===== src/logic/twm_pkg.sv =====
/*
 * Shared constants, types and arithmetic for the two-wire bus master.
 * Assumes every file of the block refers to these names as twm_pkg::name.
 */
package twm_pkg;
    // Bits in one data unit before the acknowledge slot.
    localparam logic [3:0] BYTE_BITS = 4'h8;
    // Fixed cycles added to every clock phase.
    localparam logic [15:0] SCL_EXTRA = 16'h0003;
    // Depth and width of the transmit buffer.
    localparam int TX_DEPTH = 16;
    localparam int DATA_W = 8;
    // Positions of the flags in the interrupt enable vector.
    localparam int F_TRANSFER_COMPLETE_FLAG = 0;
    localparam int F_RX_READY_FLAG = 1;
    localparam int F_TX_READY_FLAG = 2;
    localparam int F_NACK = 3;

    typedef enum logic [3:0] {
        S_IDLE = 4'h0,
        S_START_A = 4'h1,
        S_START_B = 4'h2,
        S_LOW = 4'h3,
        S_HIGH = 4'h4,
        S_STOP_A = 4'h5,
        S_STOP_B = 4'h6,
        S_STOP_C = 4'h7,
        S_RS_LOW = 4'h8
    } twm_state_t;

    typedef enum logic [1:0] {
        K_ADDR = 2'h0,
        K_INTERNAL_ADDR_BYTES = 2'h1,
        K_TXD = 2'h2,
        K_RXD = 2'h3
    } twm_kind_t;

    // Length of one clock phase in system clock cycles.
    function automatic logic [15:0] scl_period(input logic [7:0] div, input logic [2:0] ex);
        logic [15:0] wide;
        wide = {8'h00, div} << ex;
        return wide + SCL_EXTRA;
    endfunction
endpackage


===== src/logic/twm_stream_if.sv =====
/*
 * Valid/ready byte stream between the master and its transmit buffer.
 * Assumes one producer and one consumer on the same clock.
 */
`timescale 1ns/100ps
interface twm_stream_if #(parameter int W = 8);
    logic valid;
    logic ready;
    logic [W-1:0] data;
    modport src(output valid, output data, input ready);
    modport snk(input valid, input data, output ready);
endinterface


===== src/logic/twm_fifo.sv =====
/*
 * Transmit buffer: a small memory with a registered output word.
 * Assumes a single clock and the asynchronous active high reset.
 */
`timescale 1ns/100ps
module twm_fifo #(
    parameter int W = 8,
    parameter int DEPTH = 16
) (
    input wire logic sys_clk,
    input wire logic rst,
    twm_stream_if.snk in_s,
    twm_stream_if.src out_s
);
    localparam int AW = $clog2(DEPTH);

    if (DEPTH < 2 || (1 << AW) != DEPTH) begin : g_chk
        $error("twm_fifo: DEPTH must be a power of two of at least 2.");
    end

    logic [W-1:0] mem_q [DEPTH];
    logic [AW-1:0] wr_q, wr_d, rd_q, rd_d;
    logic [AW:0] cnt_q, cnt_d;
    logic full_q, full_d, ov_q, ov_d, push, pull;
    logic [W-1:0] od_q, od_d;

    // Pointer, count and output stage update; a full buffer refuses writes.
    always_comb begin
        push = in_s.valid && !full_q;
        pull = (cnt_q != '0) && (!ov_q || out_s.ready);
        wr_d = push ? wr_q + 1'b1 : wr_q;
        rd_d = pull ? rd_q + 1'b1 : rd_q;
        cnt_d = cnt_q + (AW+1)'(push) - (AW+1)'(pull);
        full_d = (cnt_d == (AW+1)'(DEPTH));
        ov_d = pull ? 1'b1 : (out_s.ready ? 1'b0 : ov_q);
        od_d = pull ? mem_q[rd_q] : od_q;
    end

    always_ff @(posedge sys_clk or posedge rst) begin
        if (rst) begin
            wr_q <= '0;
            rd_q <= '0;
            cnt_q <= '0;
            full_q <= 1'b0;
            ov_q <= 1'b0;
            od_q <= '0;
        end else begin
            wr_q <= wr_d;
            rd_q <= rd_d;
            cnt_q <= cnt_d;
            full_q <= full_d;
            ov_q <= ov_d;
            od_q <= od_d;
        end
    end

    // Storage words carry no reset.
    always_ff @(posedge sys_clk) begin
        if (push) begin
            mem_q[wr_q] <= in_s.data;
        end
    end

    assign in_s.ready = !full_q;
    assign out_s.valid = ov_q;
    assign out_s.data = od_q;
endmodule


===== src/logic/twm_timer.sv =====
/*
 * Phase timer: a load starts a run of exactly period cycles, and done rises in its last cycle.
 * Assumes period is at least one and a load restarts any run in progress.
 */
`timescale 1ns/100ps
module twm_timer (
    input wire logic sys_clk,
    input wire logic rst,
    input wire logic load,
    input wire logic [15:0] period,
    output logic done
);
    logic [15:0] cnt_q, cnt_d;

    // Count down towards zero; done marks the last cycle of the run, when the count is one.
    always_comb begin
        if (load) begin
            cnt_d = period;
        end else if (cnt_q != 16'h0000) begin
            cnt_d = cnt_q - 16'h0001;
        end else begin
            cnt_d = cnt_q;
        end
    end

    always_ff @(posedge sys_clk or posedge rst) begin
        if (rst) begin
            cnt_q <= 16'h0000;
        end else begin
            cnt_q <= cnt_d;
        end
    end

    assign done = (cnt_q == 16'h0001);
endmodule


===== src/logic/twm_master.sv =====
/*
 * Two-wire bus master: START, address, internal address, data, acknowledge, STOP.
 * Assumes control inputs are synchronous to sys_clk and stay stable during a transfer.
 */
// How it works
// Each unit is eight bits, most significant first, plus one acknowledge slot.
// Every transfer opens with START and closes with STOP; byte count is unlimited.
// START: data line falls while clock line is released high.
// STOP: data line rises while clock line is released high.
// Lines are only pulled low or released; both released means idle.
// Six roles exist; this block serves master transmit and master receive.
// Software sets address, dividers, disables slave and enables master before use.
// A buffer write starts START, seven-bit address and direction zero.
// In the ninth pulse the line is released, sampled, high means not acknowledged.
// Each flag drives the interrupt output when its enable is set.
// After an acknowledge the next buffered byte is loaded; ready shows buffer room.
// With no further byte buffered, the master ends the write with STOP.
// Transfer complete is set once the STOP has been finished.
// A start command with read direction sends START, address and direction one.
// Received bytes are acknowledged except the last, which is followed by STOP.
// Receive ready sets when a byte lands and clears on a holding read.
// A single-byte read gives start and stop commands in one write.
// A multi-byte read gives stop after the next-to-last byte arrived.
// A read with internal address writes the address, repeats START, then reads.
// Up to three internal address bytes; size zero sends none.
// One interrupt request output leaves the block.
// Clock low and high phases last divider shifted by exponent plus three cycles.
// Not-acknowledged sets with transfer complete and clears on a status read.
// Transfer complete also sets when master operation is enabled.
// Apart from START and STOP, the data line changes only while clock is low.
`timescale 1ns/100ps
module twm_master (
    input wire logic sys_clk,
    input wire logic rst,
    input wire logic master_enable,
    input wire logic slave_disable,
    input wire logic master_direction_read,
    input wire logic [6:0] target_address,
    input wire logic [1:0] internal_addr_size,
    input wire logic [23:0] internal_addr_bytes,
    input wire logic [2:0] clock_exponent_divider,
    input wire logic [7:0] clock_high_divider,
    input wire logic [7:0] clock_low_divider,
    input wire logic [7:0] tx_data,
    input wire logic tx_write,
    input wire logic start_cmd,
    input wire logic stop_cmd,
    input wire logic rx_read,
    input wire logic status_read,
    input wire logic [3:0] irq_enable,
    input wire logic scl_in,
    input wire logic sda_in,
    output logic scl_out,
    output logic scl_oe_n,
    output logic sda_out,
    output logic sda_oe_n,
    output logic tx_ready_flag,
    output logic rx_ready_flag,
    output logic transfer_complete_flag,
    output logic nack_flag,
    output logic [7:0] rx_holding_reg,
    output logic irq,
    output logic busy
);
    twm_pkg::twm_state_t st_q, st_d;
    twm_pkg::twm_kind_t kind_q, kind_d;
    logic [7:0] sh_q, sh_d, rx_q, rx_d;
    logic [3:0] bit_q, bit_d;
    logic [1:0] iad_q, iad_d;
    logic rdphase_q, rdphase_d, rdnow_q, rdnow_d, stop_q, stop_d, npend_q, npend_d;
    logic scl_oe_n_q, scl_oe_n_d, sda_oe_n_q, sda_oe_n_d;
    logic rxr_q, rxr_d, txc_q, txc_d, nack_q, nack_d, irq_q, irq_d, men_q, busy_q, busy_d;
    logic tmr_load, tmr_done, master_on, rx_set, pop, ack_end;
    logic [15:0] lo_per, hi_per, per;

    twm_stream_if #(.W(twm_pkg::DATA_W)) tx_in ();
    twm_stream_if #(.W(twm_pkg::DATA_W)) tx_out ();

    // Buffered writes enter here; a full buffer drops ready, and a write made while it is full is lost.
    assign tx_in.valid = tx_write;
    assign tx_in.data = tx_data;
    assign tx_out.ready = pop;

    twm_fifo #(.W(twm_pkg::DATA_W), .DEPTH(twm_pkg::TX_DEPTH)) u_fifo (
        .sys_clk(sys_clk),
        .rst(rst),
        .in_s(tx_in),
        .out_s(tx_out)
    );

    twm_timer u_timer (
        .sys_clk(sys_clk),
        .rst(rst),
        .load(tmr_load),
        .period(per),
        .done(tmr_done)
    );

    // Picks one byte of the internal address, highest first.
    function automatic logic [7:0] internal_addr_bytes_byte(input logic [23:0] bytes, input logic [1:0] idx);
        return bytes[idx*8 +: 8];
    endfunction

    // Phase lengths for the clock waveform.
    always_comb begin
        lo_per = twm_pkg::scl_period(clock_low_divider, clock_exponent_divider);
        hi_per = twm_pkg::scl_period(clock_high_divider, clock_exponent_divider);
        per = (st_d == twm_pkg::S_LOW || st_d == twm_pkg::S_RS_LOW || st_d == twm_pkg::S_STOP_A) ? lo_per : hi_per;
        master_on = master_enable && slave_disable;
        ack_end = (st_q == twm_pkg::S_HIGH) && tmr_done && (bit_q == twm_pkg::BYTE_BITS);
    end

    // Bit engine and byte sequencing.
    always_comb begin
        st_d = st_q;
        kind_d = kind_q;
        sh_d = sh_q;
        bit_d = bit_q;
        iad_d = iad_q;
        rdphase_d = rdphase_q;
        rdnow_d = rdnow_q;
        npend_d = npend_q;
        rx_d = rx_q;
        rx_set = 1'b0;
        pop = 1'b0;
        txc_d = txc_q;
        stop_d = (st_q == twm_pkg::S_IDLE) ? (start_cmd && stop_cmd) : (stop_q || stop_cmd);
        case (st_q)
            twm_pkg::S_IDLE: begin
                if (master_on && start_cmd && master_direction_read) begin
                    st_d = twm_pkg::S_START_A;
                    rdphase_d = 1'b1;
                    rdnow_d = (internal_addr_size == 2'h0);
                    sh_d = {target_address, internal_addr_size == 2'h0};
                end else if (master_on && tx_out.valid) begin
                    st_d = twm_pkg::S_START_A;
                    rdphase_d = 1'b0;
                    rdnow_d = 1'b0;
                    sh_d = {target_address, 1'b0};
                end
                if (st_d == twm_pkg::S_START_A) begin
                    kind_d = twm_pkg::K_ADDR;
                    iad_d = internal_addr_size;
                    txc_d = 1'b0;
                    npend_d = 1'b0;
                end
            end
            twm_pkg::S_START_A: begin
                if (tmr_done) begin
                    st_d = twm_pkg::S_START_B;
                end
            end
            twm_pkg::S_START_B: begin
                if (tmr_done) begin
                    st_d = twm_pkg::S_LOW;
                    bit_d = 4'h0;
                end
            end
            twm_pkg::S_LOW: begin
                if (tmr_done) begin
                    st_d = twm_pkg::S_HIGH;
                end
            end
            twm_pkg::S_HIGH: begin
                if (tmr_done && bit_q != twm_pkg::BYTE_BITS) begin
                    sh_d = {sh_q[6:0], sda_in};
                    bit_d = bit_q + 4'h1;
                    st_d = twm_pkg::S_LOW;
                end else if (ack_end) begin
                    st_d = twm_pkg::S_LOW;
                    bit_d = 4'h0;
                    if (kind_q != twm_pkg::K_RXD && sda_in) begin
                        npend_d = 1'b1;
                        st_d = twm_pkg::S_STOP_A;
                    end else if (kind_q == twm_pkg::K_RXD) begin
                        rx_d = sh_q;
                        rx_set = 1'b1;
                        if (stop_q) begin
                            st_d = twm_pkg::S_STOP_A;
                        end
                    end else if (kind_q == twm_pkg::K_ADDR && rdnow_q) begin
                        kind_d = twm_pkg::K_RXD;
                    end else if (iad_q != 2'h0 && (kind_q == twm_pkg::K_ADDR || iad_q != 2'h1)) begin
                        kind_d = twm_pkg::K_INTERNAL_ADDR_BYTES;
                        iad_d = (kind_q == twm_pkg::K_ADDR) ? iad_q : iad_q - 2'h1;
                        sh_d = internal_addr_bytes_byte(internal_addr_bytes, iad_d - 2'h1);
                    end else if (rdphase_q) begin
                        st_d = twm_pkg::S_RS_LOW;
                        rdnow_d = 1'b1;
                        kind_d = twm_pkg::K_ADDR;
                        sh_d = {target_address, 1'b1};
                    end else if (tx_out.valid) begin
                        pop = 1'b1;
                        kind_d = twm_pkg::K_TXD;
                        sh_d = tx_out.data;
                    end else begin
                        st_d = twm_pkg::S_STOP_A;
                    end
                end
            end
            twm_pkg::S_RS_LOW: begin
                if (tmr_done) begin
                    st_d = twm_pkg::S_START_A;
                end
            end
            twm_pkg::S_STOP_A: begin
                if (tmr_done) begin
                    st_d = twm_pkg::S_STOP_B;
                end
            end
            twm_pkg::S_STOP_B: begin
                if (tmr_done) begin
                    st_d = twm_pkg::S_STOP_C;
                end
            end
            twm_pkg::S_STOP_C: begin
                if (tmr_done) begin
                    st_d = twm_pkg::S_IDLE;
                    txc_d = 1'b1;
                    stop_d = 1'b0;
                end
            end
            default: begin
                st_d = twm_pkg::S_IDLE;
            end
        endcase
        if (master_enable && !men_q) begin
            txc_d = 1'b1;
        end
        // A stretched clock restarts the high phase until the line is really high.
        tmr_load = (st_d != st_q) || (st_q == twm_pkg::S_HIGH && st_d == twm_pkg::S_HIGH && !scl_in);
        busy_d = (st_d != twm_pkg::S_IDLE);
    end

    // Line drive: clock follows the next state, data follows the present one,
    // so data moves one cycle after the clock has fallen.
    always_comb begin
        scl_oe_n_d = !(st_d == twm_pkg::S_LOW || st_d == twm_pkg::S_RS_LOW || st_d == twm_pkg::S_STOP_A);
        case (st_q)
            twm_pkg::S_LOW: begin
                if (bit_q != twm_pkg::BYTE_BITS) begin
                    sda_oe_n_d = (kind_q == twm_pkg::K_RXD) ? 1'b1 : sh_q[7];
                end else begin
                    sda_oe_n_d = (kind_q == twm_pkg::K_RXD) ? stop_q : 1'b1;
                end
            end
            twm_pkg::S_START_B: sda_oe_n_d = 1'b0;
            twm_pkg::S_STOP_A: sda_oe_n_d = 1'b0;
            twm_pkg::S_STOP_B: sda_oe_n_d = 1'b0;
            twm_pkg::S_STOP_C: sda_oe_n_d = 1'b1;
            twm_pkg::S_HIGH: sda_oe_n_d = sda_oe_n_q;
            default: sda_oe_n_d = 1'b1;
        endcase
    end

    // Status flags; a set in the same cycle as a clear wins.
    always_comb begin
        rxr_d = rx_set || (rxr_q && !rx_read);
        nack_d = (txc_d && !txc_q && npend_q) || (nack_q && !status_read);
        irq_d = |({nack_q, tx_in.ready, rxr_q, txc_q} & irq_enable);
    end

    always_ff @(posedge sys_clk or posedge rst) begin
        if (rst) begin
            st_q <= twm_pkg::S_IDLE;
            kind_q <= twm_pkg::K_ADDR;
            sh_q <= 8'h00;
            bit_q <= 4'h0;
            iad_q <= 2'h0;
            rdphase_q <= 1'b0;
            rdnow_q <= 1'b0;
            stop_q <= 1'b0;
            npend_q <= 1'b0;
            rx_q <= 8'h00;
            scl_oe_n_q <= 1'b1;
            sda_oe_n_q <= 1'b1;
            rxr_q <= 1'b0;
            txc_q <= 1'b0;
            nack_q <= 1'b0;
            irq_q <= 1'b0;
            men_q <= 1'b0;
            busy_q <= 1'b0;
        end else begin
            st_q <= st_d;
            kind_q <= kind_d;
            sh_q <= sh_d;
            bit_q <= bit_d;
            iad_q <= iad_d;
            rdphase_q <= rdphase_d;
            rdnow_q <= rdnow_d;
            stop_q <= stop_d;
            npend_q <= npend_d;
            rx_q <= rx_d;
            scl_oe_n_q <= scl_oe_n_d;
            sda_oe_n_q <= sda_oe_n_d;
            rxr_q <= rxr_d;
            txc_q <= txc_d;
            nack_q <= nack_d;
            irq_q <= irq_d;
            men_q <= master_enable;
            busy_q <= busy_d;
        end
    end

    // Output levels of the open-drain pins are always low.
    assign scl_out = 1'b0;
    assign sda_out = 1'b0;
    assign scl_oe_n = scl_oe_n_q;
    assign sda_oe_n = sda_oe_n_q;
    assign tx_ready_flag = tx_in.ready;
    assign rx_ready_flag = rxr_q;
    assign transfer_complete_flag = txc_q;
    assign nack_flag = nack_q;
    assign rx_holding_reg = rx_q;
    assign irq = irq_q;
    assign busy = busy_q;

    // Helper: length of the current clock-low run.
    logic [15:0] low_run_q;
    always_ff @(posedge sys_clk or posedge rst) begin
        if (rst) begin
            low_run_q <= 16'h0000;
        end else begin
            low_run_q <= scl_oe_n_q ? 16'h0000 : low_run_q + 16'h0001;
        end
    end
endmodule


===== config.mk =====
export PLATFORM = sky130hd
export DESIGN_NAME = twm_master
export DESIGN_NICKNAME = d
export VERILOG_FILES = /design/src/logic/twm_pkg.sv /design/src/logic/twm_stream_if.sv /design/src/logic/twm_fifo.sv /design/src/logic/twm_timer.sv /design/src/logic/twm_master.sv
export SDC_FILE = /design/constraint.sdc
export NUM_CORES = 1
export LEC_CHECK = 0
export CAP_MARGIN = 30
export CORE_UTILIZATION = 65
export CTS_CLUSTER_DIAMETER = 100
export DETAILED_ROUTE_END_ITERATION = 7
export DONT_BUFFER_PORTS = 1
export GPL_TIMING_DRIVEN = 0
export PLACE_DENSITY_LB_ADDON = 0.25
export SYNTH_ARGS = -nofsm -noshare
export SYNTH_HDL_FRONTEND = slang
export SYNTH_SLANG_ARGS = --single-unit

===== constraint.sdc =====
create_clock -name sys_clk -period 5.78 [get_ports sys_clk]
set_input_delay 0.578 -clock sys_clk [delete_from_list [all_inputs] [get_ports sys_clk]]
set_output_delay 0.578 -clock sys_clk [all_outputs]
set_load 0.02 [all_outputs]

== Yosys cells after proc, flatten, opt, wreduce, memory -nomap -nowiden ==
Memories as Yosys holds them, arrays and structs flattened. A register that Yosys moved wholly into a read port is not among the register bits.
Index checks and enable logic that the tools add are counted.

* Add/subtract/negate cells: 10
* Eq/ne operators: 39
* Shift-type cells: 3
* Muxes and demuxes: 102
* Bitwise gates (word level): 3
* Reductions and logical operators: 58

{| class="wikitable"
|+ Operator list
! kind !! count
|-
| $mux 4 || 20
|-
| $mux 8 || 10
|-
| $mux 16 || 3
|-
| $mux 1 || 41
|-
| $pmux 4 s9 || 1
|-
| $mux 2 || 17
|-
| $add 16x2->16 const B || 2
|-
| $shl 8x3->16 || 2
|-
| $eq 4x3->1 const B || 6
|-
| $shiftx 24x6->8 || 1
|-
| $logic_and 1x1->1 || 20
|-
| $ne 2x2->1 const B || 9
|-
| $eq 16x1->1 const B || 1
|-
| $pmux 8 s2 || 1
|-
| $reduce_bool 16->1 || 1
|-
| $sub 16x1->16 const B || 1
|-
| $reduce_and 7->1 || 2
|-
| $add 4x1->4 const B || 3
|-
| $eq 4x2->1 const B || 3
|-
| $eq 4x4->1 const B || 3
|-
| $reduce_bool 2->1 || 6
|-
| $ne 5x2->1 const B || 2
|-
| $reduce_and 5->1 || 2
|-
| $ne 3x3->1 const B || 3
|-
| other kinds (30) || 55
|}

* Register bits after elaboration: 71
* Bits in writable memories: 128
* Input bits: 76
* Output and inout bits: 18
* Logic and storage cells: 240
* Memories: 1

{| class="wikitable"
|+ Memories
! memory !! depth !! bits a word !! read ports !! clocked after Yosys merged registers in !! write ports !! RTL line !! RTL
|-
| u_fifo.mem_q || 16 || 8 || 1 || 1 || 1 || twm_fifo.sv:21 || <nowiki>logic [W-1:0] mem_q [DEPTH];</nowiki>
|}

== Logic depth before layout (Yosys ltp) ==
Gate-level depths: netlist of run 1.

* Word-level depth: 15
* Gate-level depth with buffers: 20
* Depth with buffers taken out: 19

== Cells and area by module ==
A second synthesis of run 1 with hierarchy kept.

* Cell total of the unflattened synthesis: 826
* Area total of the unflattened synthesis: 10572.6 µm²

{| class="wikitable"
|+ Modules (own cells, without submodules)
! module !! instances !! cells an instance !! area each (µm²) !! seq. area each (µm²)
|-
| twm_fifo || 1 || 311 || 6073.3 || 4419.2
|-
| twm_master || 1 || 404 || 3475.8 || 1003.5
|-
| twm_timer || 1 || 111 || 1023.5 || 400.4
|}

== Worst setup path after synthesis of run 1 ==
Ideal clock, no wire load.

* Path kind: register to register
* Start point: register st_q[0]
* End point: register u_fifo.full_q
* Library setup time: 0.101 ns
* Arrival time: 3.650 ns
* Data required time: 5.679 ns
* Slack: 2.029 ns
* Stages on the path, launching flop included: 20
* Path buffers: 2
* Period minus slack after synthesis: 3.751 ns
* Path through: dfrtp_1 or3_1 clkbuf_1 nor2_1 and3_2 nand3b_1 a21oi_1 clkbuf_1 ha_1 inv_1 ha_1 inv_1 fa_1 inv_1 a21oi_1 nor2_1 nor2_1 xnor2_1 nand2b_1 nor4_1

* Longest elaborated chain between the ends: 10

{| class="wikitable"
|+ Ends and longest elaborated chain
! element !! RTL line !! RTL
|-
| start, declared || twm_master.sv:65 || <nowiki>twm_pkg::twm_state_t st_q, st_d;</nowiki>
|-
| start signal, assigned || twm_master.sv:265 || <nowiki>st_q <= twm_pkg::S_IDLE;</nowiki>
|-
| start signal, assigned || twm_master.sv:284 || <nowiki>st_q <= st_d;</nowiki>
|-
| $eq 4x3->1 * || twm_master.sv:110, twm_master.sv:128 ||
|-
| $logic_and 1x1->1 (2 in series) || twm_master.sv:110 || <nowiki>ack_end = (st_q == twm_pkg::S_HIGH) && tmr_done && (bit_q == twm_pkg::BYTE_BITS);</nowiki>
|-
| $mux 1 || twm_master.sv:169 || <nowiki>end else if (ack_end) begin</nowiki>
|-
| $mux 1 || twm_master.sv:165 || <nowiki>if (tmr_done && bit_q != twm_pkg::BYTE_BITS) begin</nowiki>
|-
| $mux 1 * || twm_master.sv:128 || <nowiki>case (st_q)</nowiki>
|-
| $logic_or 1x1->1 * || twm_fifo.sv:30 || <nowiki>pull = (cnt_q != '0) && (!ov_q || out_s.ready);</nowiki>
|-
| $logic_and 1x1->1 * || twm_fifo.sv:30 ||
|-
| $sub 5x1->5 * || twm_fifo.sv:33 || <nowiki>cnt_d = cnt_q + (AW+1)'(push) - (AW+1)'(pull);</nowiki>
|-
| named net u_fifo.cnt_d[4] || twm_fifo.sv:23 || <nowiki>logic [AW:0] cnt_q, cnt_d;</nowiki>
|-
| $eq 5x5->1 * || twm_fifo.sv:34 || <nowiki>full_d = (cnt_d == (AW+1)'(DEPTH));</nowiki>
|-
| named net u_fifo.full_d || twm_fifo.sv:24 || <nowiki>logic full_q, full_d, ov_q, ov_d, push, pull;</nowiki>
|-
| end signal, assigned || twm_fifo.sv:51 || <nowiki>full_q <= full_d;</nowiki>
|-
| end, declared || twm_fifo.sv:24 ||
|}

The timed path passes the listed nets; every way through them passes the cells marked *.
A chain may end at the register's enable or synchronous reset.

== Worst setup path after layout of run 1 ==
Same ends and word-level chain as after synthesis.

==> results.yml, run 1 <==
run_status:
  outcome: "finished clean"
grt:
  grt_pass1_wl_microns: 37100
  overflow: 0
  grt_usage: 0.299
  grt_max_degree: 75
  antenna_found_initial: 1
  grt_pass1_vias: 6980
pwr:
  p_per_area_mw_per_mm2: 444
  report.power.total_mw: 5.18
  ir_worst_vdd_v: 0.000507
  p_leak_nw: 4.41
timing:
  max_freq_mhz: 217
  post-route-period-util: 0.797
  relSlewSlack: 0.284
  slew_viol_final: 0
  hold_viol: 0
  setup_viol: 0
  rsz0062_at_grt: "no"
  clock-skew-final_ps: 14.1
  period_minus_slack_ps: 4600
  layout_setup_ws_ps: 1180
  setup_tns_ps: 0
  tightest_slew_ps: 1070
finish:
  layout_common_cells: "edfxtp_1, dfrtp_1, nand2_1"
  design_area_sq_mm: 0.0117
  final_common_cell: "edfxtp_1"
  top_regs: "u_fifo.mem_q: 128 flops, u_timer.cnt_q: 16 flops"
  final_util: 0.737
  largest_reg_flops: 128
  top_register: "u_fifo.mem_q"
  n_antenna_cell: 0
  final_layout_size_suffix_gt1_frac: 0.167
  area_delta_synth_final_pct: 10.9
  fin_nets: 924
cts:
  cts.reportedPaths.clkPinSlew_ps: 60
  htree_levels: 1
  cts_sinks: 207
  cts_tree: "built"
  ctsRootBufferMaster: "clkbuf_16"
  worstSkewPairLatency_ps: 520
  cts_made_buffers: 22
  clock_path_buffers: 3
synth:
  syn_inst: 800
  yosys_warnings: 0
  syn_area_sq_mm: 0.0105
  ys.flop_type: "edfxtp_1"
  ys_seq_area_frac: 0.554
  synth_edf_count: 128
  yosysUniqueCellTypes: 89
  avgSynthCellArea_sq_um: 13.2
  synth-seq-cells: 207
  synthArstFlopShare: 0.382
critical_path:
  critPathArrivalTime_ps: 5020
  end_kind: "flop"
  rr_endpoint: "u_fifo.full_q"
  worstPathMaxFanout: 10
  cp-start-kind: "flop"
  rr_worst_depth: 19
  worstReg2RegStart: "st_q[0]"
  r2r_setup_slack_ps: 1180
  worstSetupPathType: "flop to flop"
  critPathRequiredTime_ps: 6200
floorplanning:
  std_cell_rows: 46
  die_x_microns: 129
  fp.dieArea_sq_mm: 0.0167
  start_util: 0.665
  coreArea_sq_mm: 0.0158
  ioPinCount: 94
  chipHeight_microns: 129
placed_design:
  routabilityCongestion: 0.929
  dpl_worst_slack_ps: 1270
  portBuffers: 0
  placed_area_sq_mm: 0.0108
  dpl.hpwl_microns: 16500
worst_hold_path:
  hp-start: "master_enable"
  hp-class: "input port to flop"
  hold_path_end: "men_q"
  hold_depth: 0
route:
  ant_nets: 0
  drc: 0
  wl_met2_microns: 12200
  finalWirelength_microns: 24000
  met1_length_microns: 9210
  num_vias: 7027
  wl_met3_microns: 1490
  wire_per_inst_microns: 22.6
  detail_route.vias_per_cell: 6.64
  top_layer: "met5"
  first_iter_violations: 718
  dr.pass1.iters: 5
run:
  drv_cap: 0
-- power breakdown --
part           total, mW  internal (mW)  switching, mW
sequential          2.02           1.82          0.195
combinational       1.59          0.642          0.945
clock               1.58          0.985          0.595
-- worst max-delay path, cell delays in order (launching register included) --
cell and delay, ps:
dfrtp_1 420, or3_1 380, clkbuf_1 230, nor2_1 360, and3_2 280, nand3b_1 120
a21oi_1 340, clkbuf_1 550, ha_1 340, inv_1 60, ha_1 160, inv_1 60
fa_1 430, inv_1 80, a21oi_1 70, nor2_1 90, nor2_1 60, xnor2_1 220
nand2b_1 100, nor4_1 170
-- through the flow --
step                std cells  hold WS [ps]
floorplan                 801           429
global placement         1017           451
detailed placement       1019           349
CTS                      1059          81.7
global route             1059          79.7
finish                   1059          88.4
-- how the worst max path moves through the flow --
stage	startpoint	endpoint	slack (ps)	cells past startpoint
after floorplan	st_q[0]	u_fifo.full_q	2030	19
after detailed placement	st_q[1]	u_fifo.full_q	1270	19
after global placement	st_q[0]	u_fifo.full_q	1390	19
after CTS	st_q[0]	u_fifo.full_q	1190	19
final	st_q[0]	u_fifo.full_q	1180	19
after global routing	st_q[0]	u_fifo.full_q	800	19
-- cell families (layout without fill, tap and decap cells) --
group,Yosys count,in the layout,share of synthesized area
other,1,2,0.000356
and+or+nand+nor,222,222,0.120
xor gates and xnor gates,30,30,0.0250
AOI/OAI and AO/OA,168,168,0.109
muxes,82,82,0.137
adders and majority gates,20,20,0.0245
DFF,207,207,0.554
buffers and inverters,70,112,0.0307
-- cell usage after synthesis, drive strengths merged (17+ instances only) --
master,n,share of area
mux2,18,0.019
clkbuf,21,0.011
xnor2,22,0.018
dfrtp,77,0.18
a21oi,50,0.026
mux2i,17,0.016
and2,21,0.013
nand2,57,0.020
nor2,52,0.019
o21ai,40,0.020
ha,19,0.023
a211oi,21,0.016
edfxtp,128,0.37
mux4,47,0.10
inv,35,0.012
-- final cells by class --
type | instances | area [sq um]
plain buffers | 35 | 191
inverters | 35 | 134
multi-input cells | 524 | 4380
clock inverters | 15 | 258
fillers | 992 | 4160
flip-flops and latches | 207 | 5820
repair buffers | 3 | 45.0
well taps | 216 | 270
clock buffers | 24 | 568
-- timing repair --
| action | in CTS | in global routing |
|---|---|---|
| endpoints found under the hold margin | 5 | 0 |
| buffers inserted | 0 | 0 |
| hold buffers | 1 | 0 |
| gates resized for setup | 0 | 0 |
-- metal layers --
layer	global-route usage	vias up
met2	0.522	335
li1	-	3098
met1	0.367	3528
met3	0.0454	64
met5	0	-
met4	0.142	2
No activity file was read; power rests on OpenSTA's default activity.
==> run 2: changes to the inputs <==
--- a/config.mk
+++ b/config.mk
@@ -6,7 +6,7 @@
 export NUM_CORES = 1
 export LEC_CHECK = 0
 export CAP_MARGIN = 30
-export CORE_UTILIZATION = 65
+export CORE_UTILIZATION = 58
 export CTS_CLUSTER_DIAMETER = 100
 export DETAILED_ROUTE_END_ITERATION = 7
 export DONT_BUFFER_PORTS = 1
==> constraint.sdc (replaced) <==
create_clock -name sys_clk -period 3.8 [get_ports sys_clk]
set_input_delay 0.38 -clock sys_clk [delete_from_list [all_inputs] [get_ports sys_clk]]
set_output_delay 0.38 -clock sys_clk [all_outputs]
set_load 0.02 [all_outputs]
==> run 2 against run 1 <==
  * The run now ends with setup timing left
  * Sequential power increased by 52%
  * Combinational power increased by 82%
  * Worst setup slack got worse by 1400 ps
  * Count of clock-buffer cells in the layout increased by 2
  * Hold slack got worse by 68 ps
  * Sequential share of layout area decreased by 2.4 points
  * Wire length increased by 5.2%
  * Critical path type unchanged
  * Highest routed layer is now met4
==> results.yml, run 2 (synthesized netlist as in run 1, its figures left out) <==
run_status:
  outcome: "finished with violations"
  failed_checks: "setup timing"
finish:
  largest_reg_flops: 128
  area_delta_synth_final_pct: 16.6
  top_register: "u_fifo.mem_q"
  final_common_cell: "edfxtp_1"
  top_regs: "u_fifo.mem_q: 128 flops, u_timer.cnt_q: 16 flops"
  fin_nets: 984
  layout_common_cells: "edfxtp_1, dfrtp_1, nand2_1"
  final_layout_size_suffix_gt1_frac: 0.249
  fill_cells: 1161
  n_antenna_cell: 0
  layout.cells.non_filler: 1129
critical_path:
  r2r_setup_slack_ps: -180
  worstSetupPathType: "flop to flop"
  critPathRequiredTime_ps: 4180
  cp-start-kind: "flop"
  end_kind: "flop"
  worstReg2RegStart: "u_timer.cnt_q[1]"
  rr_endpoint: "u_timer.cnt_q[6]"
  critPathArrivalTime_ps: 4360
  worstPathMaxFanout: 5
  rr_worst_depth: 16
placed_design:
  dpl_worst_slack_ps: -614
  portBuffers: 0
  dpl.hpwl_microns: 16800
  routabilityCongestion: 0.909
  dp_cells: 1029
floorplanning:
  die_x_microns: 137
  fp.dieArea_sq_mm: 0.0187
  std_cell_rows: 48
  chipHeight_microns: 137
  start_util: 0.602
  coreArea_sq_mm: 0.0175
  ioPinCount: 94
grt:
  grt_usage: 0.275
  grt_pass1_vias: 7208
  grt_pass1_wl_microns: 38700
  grt_max_degree: 74
  overflow: 0
  antenna_found_initial: 0
timing:
  hold_viol: 0
  rsz0062_at_grt: "yes"
  setup_viol: 6
  tightest_slew_ps: 836
  slew_viol_final: 0
  relSlewSlack: 0.443
  post-route-period-util: 1.05
  max_freq_mhz: 251
  layout_setup_ws_ps: -176
  clock-skew-final_ps: 14.5
  period_minus_slack_ps: 3980
worst_hold_path:
  hp-class: "input port to flop"
  hold_path_end: "stop_q"
  hp-start: "stop_cmd"
  hold_depth: 2
pwr:
  ir_worst_vdd_v: 0.000467
  p_leak_nw: 4.67
  p_per_area_mw_per_mm2: 651
route:
  finalWirelength_microns: 25200
  drc: 0
  first_iter_violations: 575
  detail_route.vias_per_cell: 6.46
  num_vias: 7297
  wire_per_inst_microns: 22.4
  ant_nets: 0
  dr.pass1.iters: 4
run:
  drv_cap: 0
cts:
  htree_levels: 1
  worstSkewPairLatency_ps: 510
  cts_sinks: 207
  cts_made_buffers: 22
  cts.reportedPaths.clkPinSlew_ps: 60
  ctsRootBufferMaster: "clkbuf_16"
  clock_path_buffers: 3
  cts_tree: "built"
## run 2: cell types whose count changed in the layout (fill, tap and decap cells not counted), sizes merged
cell | before | now
buf | 15 | 66
clkinv | 5 | 13
clkinvlp | 4 | 0
dlygate4sd3 | 1 | 12
bufinv | 6 | 1
## run 2: layout make-up
cell class,count,area (sq um),area share
Buffer,34,199,0.0162
Clock inverter,14,105,0.00857
Sequential cell,207,5830,0.475
Inverter,35,136,0.0111
Multi-Input combinational cell,524,4600,0.375
Clock buffer,26,566,0.0461
Timing Repair Buffer,64,552,0.0450
Tap cell,225,282,0.0229
## run 2: where the power goes
part / internal [mW] / switching (mW)
Combinational: 1.24 / 1.66
Clock: 1.14 / 0.876
Sequential: 2.77 / 0.297
## run 2: worst max path at each step
stage | startpoint | end | slack, ps | depth (start not counted)
global placement | st_q[0] | u_fifo.full_q | -580 | 19
detailed placement | st_q[1] | u_fifo.full_q | -610 | 19
finish | u_timer.cnt_q[1] | u_timer.cnt_q[6] | -180 | 16
CTS | u_timer.cnt_q[0] | u_timer.cnt_q[6] | -2 | 14
floorplan | st_q[0] | u_fifo.full_q | 50 | 19
global route | u_timer.cnt_q[1] | u_timer.cnt_q[6] | -310 | 16
## run 2: what timing repair did
action | 4_1_cts | 5_1_grt
endpoints found under the setup margin | 13 | 9
buffers inserted | 23 | 25
hold endpoints to repair | 209 | 0
pin swaps | 21 | 30
hold buffers | 12 | 0
gates resized for setup | 30 | 26
## run 2: per-layer routing
metal  track usage  share of wire  wire length (microns)  vias to the layer above
met1         0.365           0.40                  10100                     3715
met2         0.463           0.50                  12700                      315
li1              -              -                      -                     3221
met5             0              0                      0                        -
met3        0.0537          0.078                   1960                       46
met4        0.0722          0.018                    451                        0
## run 2: worst max-delay path, stage by stage (launching register included)
cell,delay [ps]
dfrtp_1,360
inv_2,60
ha_4,160
nor3b_4,150
buf_4,150
and4_4,150
buf_6,110
a211o_1,340
nand3b_1,190
o211a_4,260
o21ai_4,220
buf_12,150
mux4_2,560
a222oi_1,440
nand2_1,200
xnor2_2,210
o22ai_1,100
## run 2: stage by stage
step	setup TNS [ps]	instance area, sq um	hold WS (ps)	util	power [mW]
floorplan	0	10500	411	-	4.87
global placement	-2480	10800	412	0.618	5.34
detailed placement	-3280	10800	151	0.621	5.49
CTS	-2.32	11900	7.09	0.684	7.76
global route	-1610	12300	18.7	0.702	8.38
finish	-823	12300	20.4	0.702	7.98
